**src/logic/mode_select_pkg.sv**
```systemverilog
// Shared constants and types for the line clock and cell port mode selector.
// Assumes a single 25 MHz system clock and a simple strobe register port.
package mode_select_pkg;

  // ==================================================================
  // Sizes
  localparam int LINES = 8;
  localparam int QUEUES = 256;
  localparam int REG_AW = 8;
  localparam int REG_DW = 32;
  localparam int SYNTH_W = 16;

  // ==================================================================
  // Register offsets
  localparam logic [7:0] OFS_CONTROL = 8'h00;
  localparam logic [7:0] OFS_STATUS = 8'h04;
  localparam logic [7:0] OFS_QUEUE_SIG = 8'h08;
  localparam logic [7:0] OFS_LINE_BASE = 8'h10;
  localparam logic [7:0] OFS_LINE_LAST = 8'h2c;

  // ==================================================================
  // Field positions
  localparam int CTL_LOADED = 0;
  localparam int CTL_MULTI_PHY = 1;
  localparam int STS_DRIVE_STRAP = 0;
  localparam int STS_PHY_STRAP = 1;
  localparam int STS_HS_REJECT = 2;
  localparam int QSIG_VALUE = 8;
  localparam int LCFG_FORMAT_LSB = 0;
  localparam int LCFG_CLK_LSB = 2;
  localparam int LCFG_PARTIAL_LSB = 4;

  // ==================================================================
  // Cell payload sizes and synthesizer rates
  localparam logic [5:0] PAYLOAD_WITH_PTR = 6'h2e;
  localparam logic [5:0] PAYLOAD_NO_PTR = 6'h2f;
  localparam logic [15:0] NOMINAL_INCREMENT = 16'h0fd2;

  // ==================================================================
  // Reset values
  localparam logic [9:0] LINE_CFG_RESET = 10'h000;

  // ==================================================================
  // Modes
  typedef enum logic [1:0] {
    unstructured_multi_line = 2'h0,
    unstructured_high_speed = 2'h1,
    structured_multiframe = 2'h2,
    structured_frame = 2'h3
  } line_format_t;

  typedef enum logic [1:0] {
    src_nominal = 2'h0,
    src_loopback = 2'h1,
    src_srts = 2'h2
  } clock_source_t;

  typedef struct packed {
    logic [5:0] partial;
    clock_source_t clk_src;
    line_format_t format;
  } line_structure_config_word_t;

  typedef struct packed {
    logic [REG_AW-1:0] addr;
    logic [REG_DW-1:0] wdata;
    logic wr;
    logic rd;
  } reg_req_t;

endpackage

```
**src/logic/line_clock_synth.sv**
```systemverilog
// Phase accumulator that toggles a line clock at a programmable rate.
// Assumes the increment is held steady by the caller between updates.
`timescale 1ns/1ps
module line_clock_synth #(
  parameter int WIDTH = 16
) (
  // Clock and reset
  input wire logic i_clk,
  input wire logic i_reset,
  // Rate control
  input wire logic [WIDTH-1:0] i_increment,
  // Synthesized clock level
  output logic o_clock
);

  logic [WIDTH-1:0] phase;
  logic [WIDTH:0] next_phase;

  assign next_phase = {1'b0, phase} + {1'b0, i_increment};

  // ==================================================================
  // Accumulator
  always_ff @(posedge i_clk)
  begin
    if (i_reset)
      phase <= '0;
    else
      phase <= next_phase[WIDTH-1:0];
  end

  // Each carry is half a period of the output
  always_ff @(posedge i_clk)
  begin
    if (i_reset)
      o_clock <= 1'b0;
    else if (next_phase[WIDTH])
      o_clock <= ~o_clock;
  end

endmodule

```
**src/logic/mode_select_top.sv**
```systemverilog
// Transmit line clock selection, cell port role mapping and per-line
// data format control. Straps come from pads with internal pull-downs.
//
// Strobed register access and the register offsets were decided locally.
`timescale 1ns/1ps
module mode_select_top
  import mode_select_pkg::*;
(
  // Clock and reset
  input wire logic i_clk,
  input wire logic i_reset,
  // Register port
  input wire logic [mode_select_pkg::REG_AW-1:0] i_reg_addr,
  input wire logic [mode_select_pkg::REG_DW-1:0] i_reg_wdata,
  input wire logic i_reg_wr,
  input wire logic i_reg_rd,
  output logic [mode_select_pkg::REG_DW-1:0] o_reg_rdata,
  // Straps
  input wire logic i_tx_line_clock_drive_strap,
  input wire logic i_phy_side_strap,
  // Line clocks
  input wire logic [mode_select_pkg::LINES-1:0] i_rx_line_clock,
  input wire logic [mode_select_pkg::LINES-1:0][7:0] i_srts_delta,
  output logic [mode_select_pkg::LINES-1:0] o_tx_line_clock,
  output logic [mode_select_pkg::LINES-1:0] o_tx_line_clock_oe_n,
  // Cell port pins
  input wire logic i_tx_phy_select_n,
  input wire logic i_rx_phy_select_n,
  output logic o_tx_ctl_pin,
  input wire logic i_tx_stat_pin_n,
  output logic o_rx_ctl_pin,
  input wire logic i_rx_stat_pin_n,
  // Cell engine, ATM-layer role
  input wire logic i_atm_tx_enable_n,
  output logic o_atm_tx_full_n,
  input wire logic i_atm_rx_enable_n,
  output logic o_atm_rx_empty_n,
  // Cell engine, PHY role
  input wire logic i_phy_rx_cell_avail,
  output logic o_phy_rx_enable_n,
  input wire logic i_phy_tx_cell_avail,
  output logic o_phy_tx_enable_n,
  output logic o_phy_role,
  // Service decision
  input wire logic [mode_select_pkg::LINES-1:0] i_service_req,
  output logic o_service_valid,
  output logic [2:0] o_service_line,
  // Per-line format view
  output logic [mode_select_pkg::LINES-1:0] o_line_unframed,
  output logic [mode_select_pkg::LINES-1:0] o_line_cas,
  // Queue and cell length query
  input wire logic [7:0] i_query_queue,
  input wire logic [2:0] i_query_line,
  input wire logic i_query_pointer,
  output logic o_queue_cas,
  output logic [5:0] o_payload_len
);
  import mode_select_pkg::*;

  // ==================================================================
  // Functions
  function automatic logic [5:0] payload_len(input logic ptr, input logic [5:0] partial);
    logic [5:0] full;
    full = ptr ? PAYLOAD_WITH_PTR : PAYLOAD_NO_PTR;
    if (partial != 6'h00 && partial < full)
      payload_len = partial;
    else
      payload_len = full;
  endfunction

  function automatic logic [3:0] first_set(input logic [LINES-1:0] req);
    first_set = 4'h0;
    for (int k = LINES - 1; k >= 0; k--)
    begin
      if (req[k])
        first_set = {1'b1, 3'(k)};
    end
  endfunction

  // ==================================================================
  // Register state
  reg_req_t req;
  line_structure_config_word_t line_cfg [LINES];
  logic config_loaded;
  logic multi_phy_mode;
  logic hs_reject;
  logic [7:0] queue_ptr;
  logic queue_no_sig [QUEUES];
  logic strap_taken;
  logic drive_strap;
  logic phy_strap;
  logic line_hit;
  logic [2:0] line_idx;
  logic hs_on_line0;
  line_structure_config_word_t wcfg;

  assign req = '{addr: i_reg_addr, wdata: i_reg_wdata, wr: i_reg_wr, rd: i_reg_rd};
  assign line_hit = req.addr >= OFS_LINE_BASE && req.addr <= OFS_LINE_LAST
    && req.addr[1:0] == 2'h0;
  assign line_idx = 3'(req.addr[REG_AW-1:2] - OFS_LINE_BASE[REG_AW-1:2]);
  assign wcfg = line_structure_config_word_t'(req.wdata[9:0]);
  assign hs_on_line0 = line_cfg[0].format == unstructured_high_speed;

  // Strap pads carry pull-downs, so an open strap reads low here
  always_ff @(posedge i_clk)
  begin
    if (i_reset)
    begin
      strap_taken <= 1'b0;
      drive_strap <= 1'b0;
      phy_strap <= 1'b0;
    end
    else if (!strap_taken)
    begin
      strap_taken <= 1'b1;
      drive_strap <= i_tx_line_clock_drive_strap;
      phy_strap <= i_phy_side_strap;
    end
  end

  // Control word: load flag stays set until reset
  always_ff @(posedge i_clk)
  begin
    if (i_reset)
    begin
      config_loaded <= 1'b0;
      multi_phy_mode <= 1'b0;
    end
    else if (req.wr && req.addr == OFS_CONTROL)
    begin
      config_loaded <= config_loaded | req.wdata[CTL_LOADED];
      multi_phy_mode <= req.wdata[CTL_MULTI_PHY];
    end
  end

  // Per-line configuration; high-speed request off line 0 falls back
  always_ff @(posedge i_clk)
  begin
    if (i_reset)
    begin
      for (int k = 0; k < LINES; k++)
        line_cfg[k] <= line_structure_config_word_t'(LINE_CFG_RESET);
    end
    else if (req.wr && line_hit)
    begin
      line_cfg[line_idx] <= wcfg;
      if (line_idx != 3'h0 && wcfg.format == unstructured_high_speed)
        line_cfg[line_idx].format <= unstructured_multi_line;
    end
  end

  // Sticky reject flag; a new event beats the write-one clear
  always_ff @(posedge i_clk)
  begin
    if (i_reset)
      hs_reject <= 1'b0;
    else if (req.wr && line_hit && line_idx != 3'h0
      && wcfg.format == unstructured_high_speed)
      hs_reject <= 1'b1;
    else if (req.wr && req.addr == OFS_STATUS && req.wdata[STS_HS_REJECT])
      hs_reject <= 1'b0;
  end

  // Per-queue signalling suppression table
  always_ff @(posedge i_clk)
  begin
    if (i_reset)
    begin
      queue_ptr <= 8'h00;
      for (int q = 0; q < QUEUES; q++)
        queue_no_sig[q] <= 1'b0;
    end
    else if (req.wr && req.addr == OFS_QUEUE_SIG)
    begin
      queue_ptr <= req.wdata[7:0];
      queue_no_sig[req.wdata[7:0]] <= req.wdata[QSIG_VALUE];
    end
  end

  // Read data in the cycle after the strobe; unmapped reads give zero
  always_ff @(posedge i_clk)
  begin
    if (i_reset)
      o_reg_rdata <= '0;
    else if (!req.rd)
      o_reg_rdata <= '0;
    else if (req.addr == OFS_CONTROL)
      o_reg_rdata <= {30'h0, multi_phy_mode, config_loaded};
    else if (req.addr == OFS_STATUS)
      o_reg_rdata <= {29'h0, hs_reject, phy_strap, drive_strap};
    else if (req.addr == OFS_QUEUE_SIG)
      o_reg_rdata <= {23'h0, queue_no_sig[queue_ptr], queue_ptr};
    else if (line_hit)
      o_reg_rdata <= {22'h0, line_cfg[line_idx]};
    else
      o_reg_rdata <= '0;
  end

  // ==================================================================
  // Transmit line clocks
  logic [LINES-1:0] synth_clock;

  for (genvar g = 0; g < LINES; g++)
  begin : g_line
    logic [SYNTH_W-1:0] inc;
    always_comb
    begin
      if (line_cfg[g].clk_src == src_srts)
        inc = NOMINAL_INCREMENT + SYNTH_W'({{8{i_srts_delta[g][7]}}, i_srts_delta[g]});
      else
        inc = NOMINAL_INCREMENT;
    end
    line_clock_synth #(
      .WIDTH(SYNTH_W)
    ) u_synth (
      .i_clk(i_clk),
      .i_reset(i_reset),
      .i_increment(inc),
      .o_clock(synth_clock[g])
    );
  end

  // Received clocks pass one flop here; synthesized clocks pass the synthesizer flop and this one
  always_ff @(posedge i_clk)
  begin
    if (i_reset)
      o_tx_line_clock <= '0;
    else
    begin
      for (int k = 0; k < LINES; k++)
      begin
        if (!config_loaded || line_cfg[k].clk_src == src_loopback)
          o_tx_line_clock[k] <= i_rx_line_clock[k];
        else
          o_tx_line_clock[k] <= synth_clock[k];
      end
    end
  end

  always_ff @(posedge i_clk)
  begin
    if (i_reset)
      o_tx_line_clock_oe_n <= '1;
    else if (config_loaded)
      o_tx_line_clock_oe_n <= '0;
    else
      o_tx_line_clock_oe_n <= {LINES{~(strap_taken & drive_strap)}};
  end

  // ==================================================================
  // Cell port role mapping
  logic tx_sel;
  logic rx_sel;

  assign o_phy_role = phy_strap;
  assign tx_sel = !multi_phy_mode || !i_tx_phy_select_n;
  assign rx_sel = !multi_phy_mode || !i_rx_phy_select_n;

  always_comb
  begin
    if (phy_strap)
    begin
      o_tx_ctl_pin = rx_sel & i_phy_rx_cell_avail;
      o_phy_rx_enable_n = i_tx_stat_pin_n | ~rx_sel;
      o_rx_ctl_pin = tx_sel & i_phy_tx_cell_avail;
      o_phy_tx_enable_n = i_rx_stat_pin_n | ~tx_sel;
      o_atm_tx_full_n = 1'b0;
      o_atm_rx_empty_n = 1'b0;
    end
    else
    begin
      o_tx_ctl_pin = i_atm_tx_enable_n;
      o_atm_tx_full_n = i_tx_stat_pin_n;
      o_rx_ctl_pin = i_atm_rx_enable_n;
      o_atm_rx_empty_n = i_rx_stat_pin_n;
      o_phy_rx_enable_n = 1'b1;
      o_phy_tx_enable_n = 1'b1;
    end
  end

  // ==================================================================
  // Service decision and format view
  logic [3:0] pick;

  assign pick = first_set(i_service_req);

  always_ff @(posedge i_clk)
  begin
    if (i_reset)
    begin
      o_service_valid <= 1'b0;
      o_service_line <= 3'h0;
    end
    else if (hs_on_line0)
    begin
      o_service_valid <= i_service_req[0];
      o_service_line <= 3'h0;
    end
    else
    begin
      o_service_valid <= pick[3];
      o_service_line <= pick[2:0];
    end
  end

  always_ff @(posedge i_clk)
  begin
    if (i_reset)
    begin
      o_line_unframed <= '0;
      o_line_cas <= '0;
    end
    else
    begin
      for (int k = 0; k < LINES; k++)
      begin
        o_line_unframed[k] <= !line_cfg[k].format[1];
        o_line_cas[k] <= line_cfg[k].format == structured_multiframe;
      end
    end
  end

  always_ff @(posedge i_clk)
  begin
    if (i_reset)
    begin
      o_queue_cas <= 1'b0;
      o_payload_len <= PAYLOAD_NO_PTR;
    end
    else
    begin
      o_queue_cas <= line_cfg[i_query_line].format == structured_multiframe
        && !queue_no_sig[i_query_queue];
      o_payload_len <= payload_len(i_query_pointer, line_cfg[i_query_line].partial);
    end
  end

  // ==================================================================
  // Checks
  a_clock_undriven: assert property (@(posedge i_clk) disable iff (i_reset)
    strap_taken && !drive_strap && !config_loaded |=> o_tx_line_clock_oe_n == '1)
    else $error("line clock driven before load with strap low");

  a_clock_loopback: assert property (@(posedge i_clk) disable iff (i_reset)
    !i_reset && !config_loaded |=> o_tx_line_clock == $past(i_rx_line_clock))
    else $error("receive clock not looped before load");

  a_clock_drive_early: assert property (@(posedge i_clk) disable iff (i_reset)
    strap_taken && drive_strap ##1 !config_loaded |=> o_tx_line_clock_oe_n == '0)
    else $error("line clock not driven before load with strap high");

  a_hs_line_zero: assert property (@(posedge i_clk) disable iff (i_reset)
    req.wr && line_hit && line_idx != 3'h0 && wcfg.format == unstructured_high_speed |=>
      line_cfg[$past(line_idx)].format != unstructured_high_speed ##0 hs_reject)
    else $error("high-speed format accepted off line 0");

  a_hs_service: assert property (@(posedge i_clk) disable iff (i_reset)
    hs_on_line0 && i_service_req == 8'hfe |=> !o_service_valid)
    else $error("other line served while line 0 is high-speed");

  a_service_lowest: assert property (@(posedge i_clk) disable iff (i_reset)
    !i_reset && !hs_on_line0 && i_service_req[0] |=> o_service_valid
      && o_service_line == 3'h0)
    else $error("service pick wrong");

  a_payload_full: assert property (@(posedge i_clk) disable iff (i_reset)
    !i_reset && line_cfg[i_query_line].partial == 6'h00 |=>
      o_payload_len == ($past(i_query_pointer) ? 6'h2e : 6'h2f))
    else $error("full cell payload length wrong");

  a_payload_partial: assert property (@(posedge i_clk) disable iff (i_reset)
    line_cfg[i_query_line].partial == 6'h2a |=> o_payload_len == 6'h2a)
    else $error("partial cell payload length wrong");

  a_phy_rx_map: assert property (@(posedge i_clk) disable iff (i_reset)
    phy_strap && !multi_phy_mode |-> o_tx_ctl_pin == i_phy_rx_cell_avail
      && o_phy_rx_enable_n == i_tx_stat_pin_n)
    else $error("receive handshake not mapped in PHY role");

  a_phy_tx_map: assert property (@(posedge i_clk) disable iff (i_reset)
    phy_strap && multi_phy_mode && i_tx_phy_select_n |-> !o_rx_ctl_pin
      && o_phy_tx_enable_n)
    else $error("deselected PHY answered");

  a_strap_held: assert property (@(posedge i_clk) disable iff (i_reset)
    strap_taken |=> $stable(drive_strap) && $stable(phy_strap))
    else $error("strap value changed after capture");

  c_load: cover property (@(posedge i_clk) disable iff (i_reset)
    $rose(config_loaded) && drive_strap);
  c_hs_line0: cover property (@(posedge i_clk) disable iff (i_reset)
    hs_on_line0 && o_service_valid);
  c_phy_role: cover property (@(posedge i_clk) disable iff (i_reset)
    phy_strap && multi_phy_mode && !i_rx_phy_select_n && o_tx_ctl_pin);
  c_queue_no_sig: cover property (@(posedge i_clk) disable iff (i_reset)
    o_line_cas[0] && !o_queue_cas);

endmodule

```
**config.mk**
```make
export PLATFORM = sky130hd
export DESIGN_NAME = mode_select_top
export DESIGN_NICKNAME = d
export VERILOG_FILES = /design/src/logic/mode_select_pkg.sv /design/src/logic/line_clock_synth.sv /design/src/logic/mode_select_top.sv
export SDC_FILE = /design/constraint.sdc
export NUM_CORES = 1
export LEC_CHECK = 0
export BUFFER_PORTS_ARGS = -buffer_cell sky130_fd_sc_hd__clkbuf_2
export CELL_PAD_IN_SITES_DETAIL_PLACEMENT = 0
export CELL_PAD_IN_SITES_GLOBAL_PLACEMENT = 1
export CORE_ASPECT_RATIO = 0.7
export CORE_MARGIN = 1
export CORE_UTILIZATION = 44
export CTS_BUF_LIST = sky130_fd_sc_hd__clkbuf_8 sky130_fd_sc_hd__clkbuf_16
export DETAILED_ROUTE_END_ITERATION = 16
export PLACE_DENSITY_LB_ADDON = 0.1
export SKIP_CTS_REPAIR_TIMING = 1
export SLEW_MARGIN = 20
export SYNTH_ARGS = -nofsm -noshare
export SYNTH_HDL_FRONTEND = slang
export SYNTH_SLANG_ARGS = --single-unit
```
**constraint.sdc**
```tcl
create_clock -name i_clk -period 3 [get_ports i_clk]
set_clock_uncertainty 0.2 [all_clocks]
set_input_delay 0.3 -clock i_clk [delete_from_list [all_inputs] [get_ports i_clk]]
set_output_delay 0.3 -clock i_clk [all_outputs]
set_load 0.05 [all_outputs]
```
==> flow_summary.yaml, run 1 <==
min_path:
  hold_path_depth: 4
  min_to: "g_line[3].u_synth.phase[0]$_SDFF_PP0_"
  hp-class: "input port to flop"
  min_from: "i_srts_delta[24]"
synth:
  synth_edf_count: 336
  syn_area_um2: 31200
  synth-async-reset-ratio_pct: 0
  yosysWarnings: 0
  synthFlopType: "edfxtp_1"
  ys_types: 70
  ys_seq_elements: 540
  synthCells: 3058
  ys_seq_area_share_pct: 45.5
  syn_area_per_cell_um2: 10.2
  synth.area.top_cells: "edfxtp_1, dfxtp_1, mux4_2, nor2_1, o21ai_0"
  synth_top_area_share_pct: 32.4
  ys_top_cells_by_count: "nor2_1, edfxtp_1, o21ai_0"
  yosysTopAreaCell: "edfxtp_1"
  yosysMostFrequentCell: "nor2_1"
floorplanning:
  io_pins: 228
  initial_utilization_pct: 44.6
  core_area_um2: 69900
  die-area_um2: 71900
  fp.dieH_um: 225
  die_x_um: 320
  rows: 81
route:
  via_per_inst: 5.80
  drc: 0
  drtAntennaViolNets: 0
  wire_per_inst_um: 21.9
  dr.pass1.iters: 5
  initialDrtViolationCount: 2600
  wirelength_um: 97100
  dr_total_vias: 25800
cts:
  clkTransAtPathRegs_ns: 0.06
  clkLatencyLatePin_ns: 0.64
  root_buffer: "clkbuf_16"
  cts_tree: "done"
  cts-buffers-inserted: 58
  cts_sinks: 540
  htree_levels: 2
  cts.path.max_buffers: 3
grt:
  grt_use_total_pct: 26.1
  grt_pass1_wl_um: 143000
  grt_pass1_vias: 24200
  overflow: 0
  antenna_found_initial: 3
  grt_max_degree: 262
sta:
  final-setup-viol-count: 1
  maxSlewHeadroom_pct: 26.4
  hold_viol: 2
  hold_slack_ns: -0.0452
  finalCriticalPeriod_ns: 3.01
  finalCritPeriodShare_pct: 100
  setup-tns-final_ns: -0.0122
  max_freq_mhz: 332
  rsz0062_at_grt: "true"
  fin_ws_ns: -0.0122
  worstMarginPinSlew_ns: 1.10
  timing.final.max_slew_violations: 0
power:
  power_leakage_nw: 14.6
  power.total_mw: 23.9
  ir_drop_uv: 491
  power.density_nw_per_um2: 620
layout:
  drive_gt1_share_pct: 27.8
  regArea_um2: 14200
  multi_input_area_um2: 16700
  finalNetCount: 3759
  fillCellCount: 6032
  syn2layout_area_growth_pct: 23.9
status:
  status: "finished, violations left"
  violations: "negative hold slack, negative setup slack"
worst_setup_path:
  r2r-end: "g_line[4].u_synth.phase[13]$_SDFF_PP0_"
  cp_data_arrival_time_ns: 3.30
  worstSetupPathType: "flop to flop"
  required_ns: 3.29
  crit_fanout: 5
  critPathBufInv: 3
  critPathSlowestCell: "edfxtp_1"
  cp_top_family: "compound AO/OA/AOI/OAI gates"
  startpoint_type: "flop"
  r2r_setup_slack_ns: -0.01
  r2r_cells: 12
  crit_chain: "nor2b_4 -> buf_4 -> nand2_1 -> ha_2 -> nor2_1 -> o41ai_4 -> nand3_2 -> a311o_1 -> buf_4 -> buf_6 -> xor2_1 -> nor2_1"
  cp-end-kind: "flop"
  slowest_delay_ns: 0.43
  worstReg2RegStart: "line_cfg[4][2]$_SDFFCE_PN0P_"
placement:
  place_congestion: 0.910
  place_ws_ns: -0.262
  portBuffers: 183
  place.detailed.hpwl_um: 67500
flow_run:
  cap_violations: 0
## tightest hold or removal path, stage by stage
cell and delay, ns:
clkbuf_2 0.08, and2_4 0.14, ha_4 0.11, nor2b_1 0.10
## report_power, final
group | leakage [nW] | internal, mW | total (mW) | switching, mW
Clock | 1.01 | 4.22 | 7.41 | 3.19
Combinational | 8.74 | 3.63 | 7.48 | 3.85
Sequential | 4.87 | 8.64 | 9.05 | 0.411
Total | 14.6 | 16.5 | 23.9 | 7.45
## registers in the layout, summed over array words and instances (netlist names), named ones only
signal and flops:
o_service_line 3, multi_phy_mode 1, g_line.u_synth.o_clock 8, o_reg_rdata 10, drive_strap 1, o_tx_line_clock 8
o_tx_line_clock_oe_n 1, g_line.u_synth.phase 128, config_loaded 1, o_payload_len 6, hs_reject 1, queue_ptr 8
o_line_unframed 8, strap_taken 1, line_cfg 80, queue_no_sig 256, o_queue_cas 1, o_phy_role 1
o_service_valid 1, o_line_cas 8
## worst max-delay path by stage
stage                                 start                                      to  cells after the start
6_report       line_cfg[4][2]$_SDFFCE_PN0P_  g_line[4].u_synth.phase[13]$_SDFF_PP0_                     12
5_1_grt        line_cfg[5][3]$_SDFFCE_PN0P_  g_line[5].u_synth.phase[15]$_SDFF_PP0_                     11
4_1_cts        line_cfg[2][2]$_SDFFCE_PN0P_  g_line[2].u_synth.o_clock$_SDFFE_PP0P_                     13
3_5_place_dp               i_srts_delta[33]  g_line[4].u_synth.phase[15]$_SDFF_PP0_                     14
3_3_place_gp               i_srts_delta[41]  g_line[5].u_synth.phase[14]$_SDFF_PP0_                     16
2_1_floorplan  line_cfg[1][2]$_SDFFCE_PN0P_  g_line[1].u_synth.o_clock$_SDFFE_PP0P_                     13
## cell type report
type                            instances  share of cell area, %
Antenna cell                            2                 0.0130
Clock buffer                           70                   4.33
Clock inverter                         40                  0.755
Inverter                               71                  0.703
Multi-Input combinational cell       2225                   43.2
Sequential cell                       540                   36.7
Tap cell                              913                   2.96
Timing Repair Buffer                  584                   11.3
## routing by layer
metal	part of all wire [%]	vias to the layer above	global-route usage [%]
li1	-	11900	-
met1	45	12700	38.7
met2	43	1031	37.8
met3	10	129	6.88
met4	1.9	4	6.28
met5	0.024	-	0
## cells in the final DEF, fill, tap and decap left out, types with 25 or more instances in the layout
| cell | count |
|---|---|
| xnor2_1 | 51 |
| a21oi_1 | 96 |
| o21ai_0 | 313 |
| nor2_1 | 468 |
| nor3_1 | 69 |
| clkbuf_16 | 63 |
| and3_1 | 25 |
| buf_4 | 337 |
| mux2i_1 | 74 |
| xor2_1 | 73 |
| a22oi_1 | 31 |
| nand2b_1 | 37 |
| dfxtp_1 | 202 |
| mux4_2 | 136 |
| clkbuf_2 | 180 |
| a21o_1 | 29 |
| buf_12 | 27 |
| inv_1 | 75 |
| edfxtp_1 | 336 |
| nand2_1 | 141 |
| ha_1 | 97 |
| dlygate4sd3_1 | 33 |
| and2_1 | 93 |
| nor2b_1 | 46 |
| nand3_1 | 50 |
## kinds of logic (layout without fill, tap and decap cells)
family | after synthesis | in the layout | synth area share [%]
XOR/XNOR | 124 | 124 | 3.48
multiplexers | 218 | 218 | 12.5
buffers and inverters | 314 | 765 | 4.33
adder cells (fa/ha/maj) | 133 | 133 | 5.53
other | 1 | 24 | 0.0120
AO/OA/AOI/OAI | 654 | 654 | 12.4
flip-flops | 540 | 540 | 45.5
AND/OR/NAND/NOR | 1074 | 1074 | 16.2
## metrics by stage
step / instances / area (um2) / util (%)
2_1_floorplan: 3079 / 31300 / -
3_3_place_gp: 4265 / 35100 / 50.2
3_5_place_dp: 4265 / 35100 / 50.2
4_1_cts: 4375 / 37100 / 53.0
5_1_grt: 4444 / 38600 / 55.2
6_report: 4445 / 38600 / 55.2
(Power assumes the default switching activity.)
==> run 2: changes to the inputs <==
- HOLD_SLACK_MARGIN: default -> 0.02
==> flow_summary.yaml, run 2 (synthesized netlist as in run 1, its figures left out) <==
route:
  wire_per_inst_um: 21.9
  dr_total_vias: 25700
  initialDrtViolationCount: 2678
  drc: 0
  drtAntennaViolNets: 0
  wirelength_um: 97300
  dr.pass1.iters: 5
  via_per_inst: 5.79
layout:
  largest_reg_flops: 256
  regArea_um2: 14200
  layout_common_cells: "nor2_1, buf_4, edfxtp_1, o21ai_0, dfxtp_1"
  fillCellCount: 6030
  drive_gt1_share_pct: 27.7
  regMostFlops: "queue_no_sig"
  syn2layout_area_growth_pct: 23.9
  multi_input_area_um2: 16700
  design_area_um2: 38600
  final_util_pct: 55.3
  final_common_cell: "nor2_1"
  finalNetCount: 3761
  reg_top3: "queue_no_sig (256), g_line.u_synth.phase (128), line_cfg (80)"
sta:
  maxSlewHeadroom_pct: 22.8
  hold_slack_ns: 0.0155
  rsz0062_at_grt: "true"
  hold_viol: 0
  fin_ws_ns: -0.00278
  finalCriticalPeriod_ns: 3.00
  worstMarginPinSlew_ns: 1.16
  final-setup-viol-count: 1
  finalCritPeriodShare_pct: 100
  max_freq_mhz: 333
  timing.final.max_slew_violations: 0
  setup-tns-final_ns: -0.00278
worst_setup_path:
  slowest_delay_ns: 0.43
  crit_fanout: 5
  crit_chain: "nor2b_4 -> buf_4 -> nand2_1 -> ha_2 -> nor2_1 -> o41ai_4 -> nand3_2 -> a311o_1 -> buf_4 -> buf_6 -> xor2_1 -> nor2_1"
  cp_data_arrival_time_ns: 3.29
  startpoint_type: "flop"
  critPathBufInv: 3
  cp-end-kind: "flop"
  worstSetupPathType: "flop to flop"
  worstReg2RegStart: "line_cfg[4][2]$_SDFFCE_PN0P_"
  critPathSlowestCell: "edfxtp_1"
  startpoint: "line_cfg[4][2]$_SDFFCE_PN0P_"
  cp_top_family: "compound AO/OA/AOI/OAI gates"
  required_ns: 3.29
grt:
  grt_pass1_wl_um: 143000
  overflow: 0
  grt_max_degree: 262
  grt_use_total_pct: 26.1
  grt_pass1_vias: 24200
  antenna_found_initial: 3
cts:
  clkLatencyLatePin_ns: 0.64
  cts.path.max_buffers: 3
  root_buffer: "clkbuf_16"
  cts-buffers-inserted: 58
  cts_tree: "done"
  cts_sinks: 540
  htree_levels: 2
  clkTransAtPathRegs_ns: 0.06
floorplanning:
  die-area_um2: 71900
  die_x_um: 320
  rows: 81
  io_pins: 228
  core_area_um2: 69900
  fp.dieH_um: 225
  initial_utilization_pct: 44.6
status:
  status: "finished, violations left"
  violations: "negative setup slack"
placement:
  place.detailed.hpwl_um: 67500
  portBuffers: 183
  post_dp_cell_area_um2: 35100
  place_congestion: 0.910
min_path:
  min_from: "i_reg_addr[5]"
  hp-class: "input port to flop"
power:
  power.density_nw_per_um2: 620
  power_leakage_nw: 14.6
  ir_drop_uv: 494
flow_run:
  cap_violations: 0
## run 2: cell types whose count changed in the layout (fill, tap and decap cells not counted), sizes merged
cell / before / now
dlygate4sd3: 33 / 35
diode: 2 / 4
## run 2: worst paths after layout
kind                                            endpoint  slack (ns)  cells after the start
hold reg to reg                   hs_reject$_SDFFE_PP0P_        0.26                      2
hold / removal                    hs_reject$_SDFFE_PP0P_        0.02                      5
setup / recovery  g_line[4].u_synth.phase[13]$_SDFF_PP0_      -0.003                     12
setup reg to reg  g_line[4].u_synth.phase[13]$_SDFF_PP0_      -0.003                     12
## run 2: worst min-delay path, cell delays in order
cell	delay [ns]
clkbuf_2	0.15
nor3_1	0.12
nand4_1	0.10
nand3_1	0.08
nand2_1	0.06
## run 2: layout make-up
cell class	count	share of cell area, %
Sequential cell	540	36.7
Timing Repair Buffer	586	11.4
Clock inverter	40	0.754
Tap cell	913	2.96
Clock buffer	70	4.33
Multi-Input combinational cell	2225	43.2
Antenna cell	4	0.0259
Inverter	71	0.703
## run 2: metal layers
layer,track usage (%),routed length [um],up-vias
li1,-,-,11900
met1,38.7,43800,12700
met2,37.8,41900,1021
met3,6.88,9740,129
met4,6.28,1820,4
met5,0,23,-
## run 2: through the flow
stage / instances / setup slack, ns / power, mW
final: 4449 / -0.00278 / 23.9
after global routing: 4446 / -0.144 / 25.1
after CTS: 4375 / -0.274 / 23.1
after detailed placement: 4265 / -0.262 / 15.7
after global placement: 4265 / -0.249 / 15.5
after floorplan: 3079 / -0.0368 / 13.5
## run 2: power by group
| part | switching [mW] | total [mW] | internal (mW) |
|---|---|---|---|
| registers | 0.411 | 9.05 | 8.64 |
| logic | 3.85 | 7.48 | 3.64 |
| clock network | 3.19 | 7.41 | 4.22 |
| total | 7.45 | 23.9 | 16.5 |
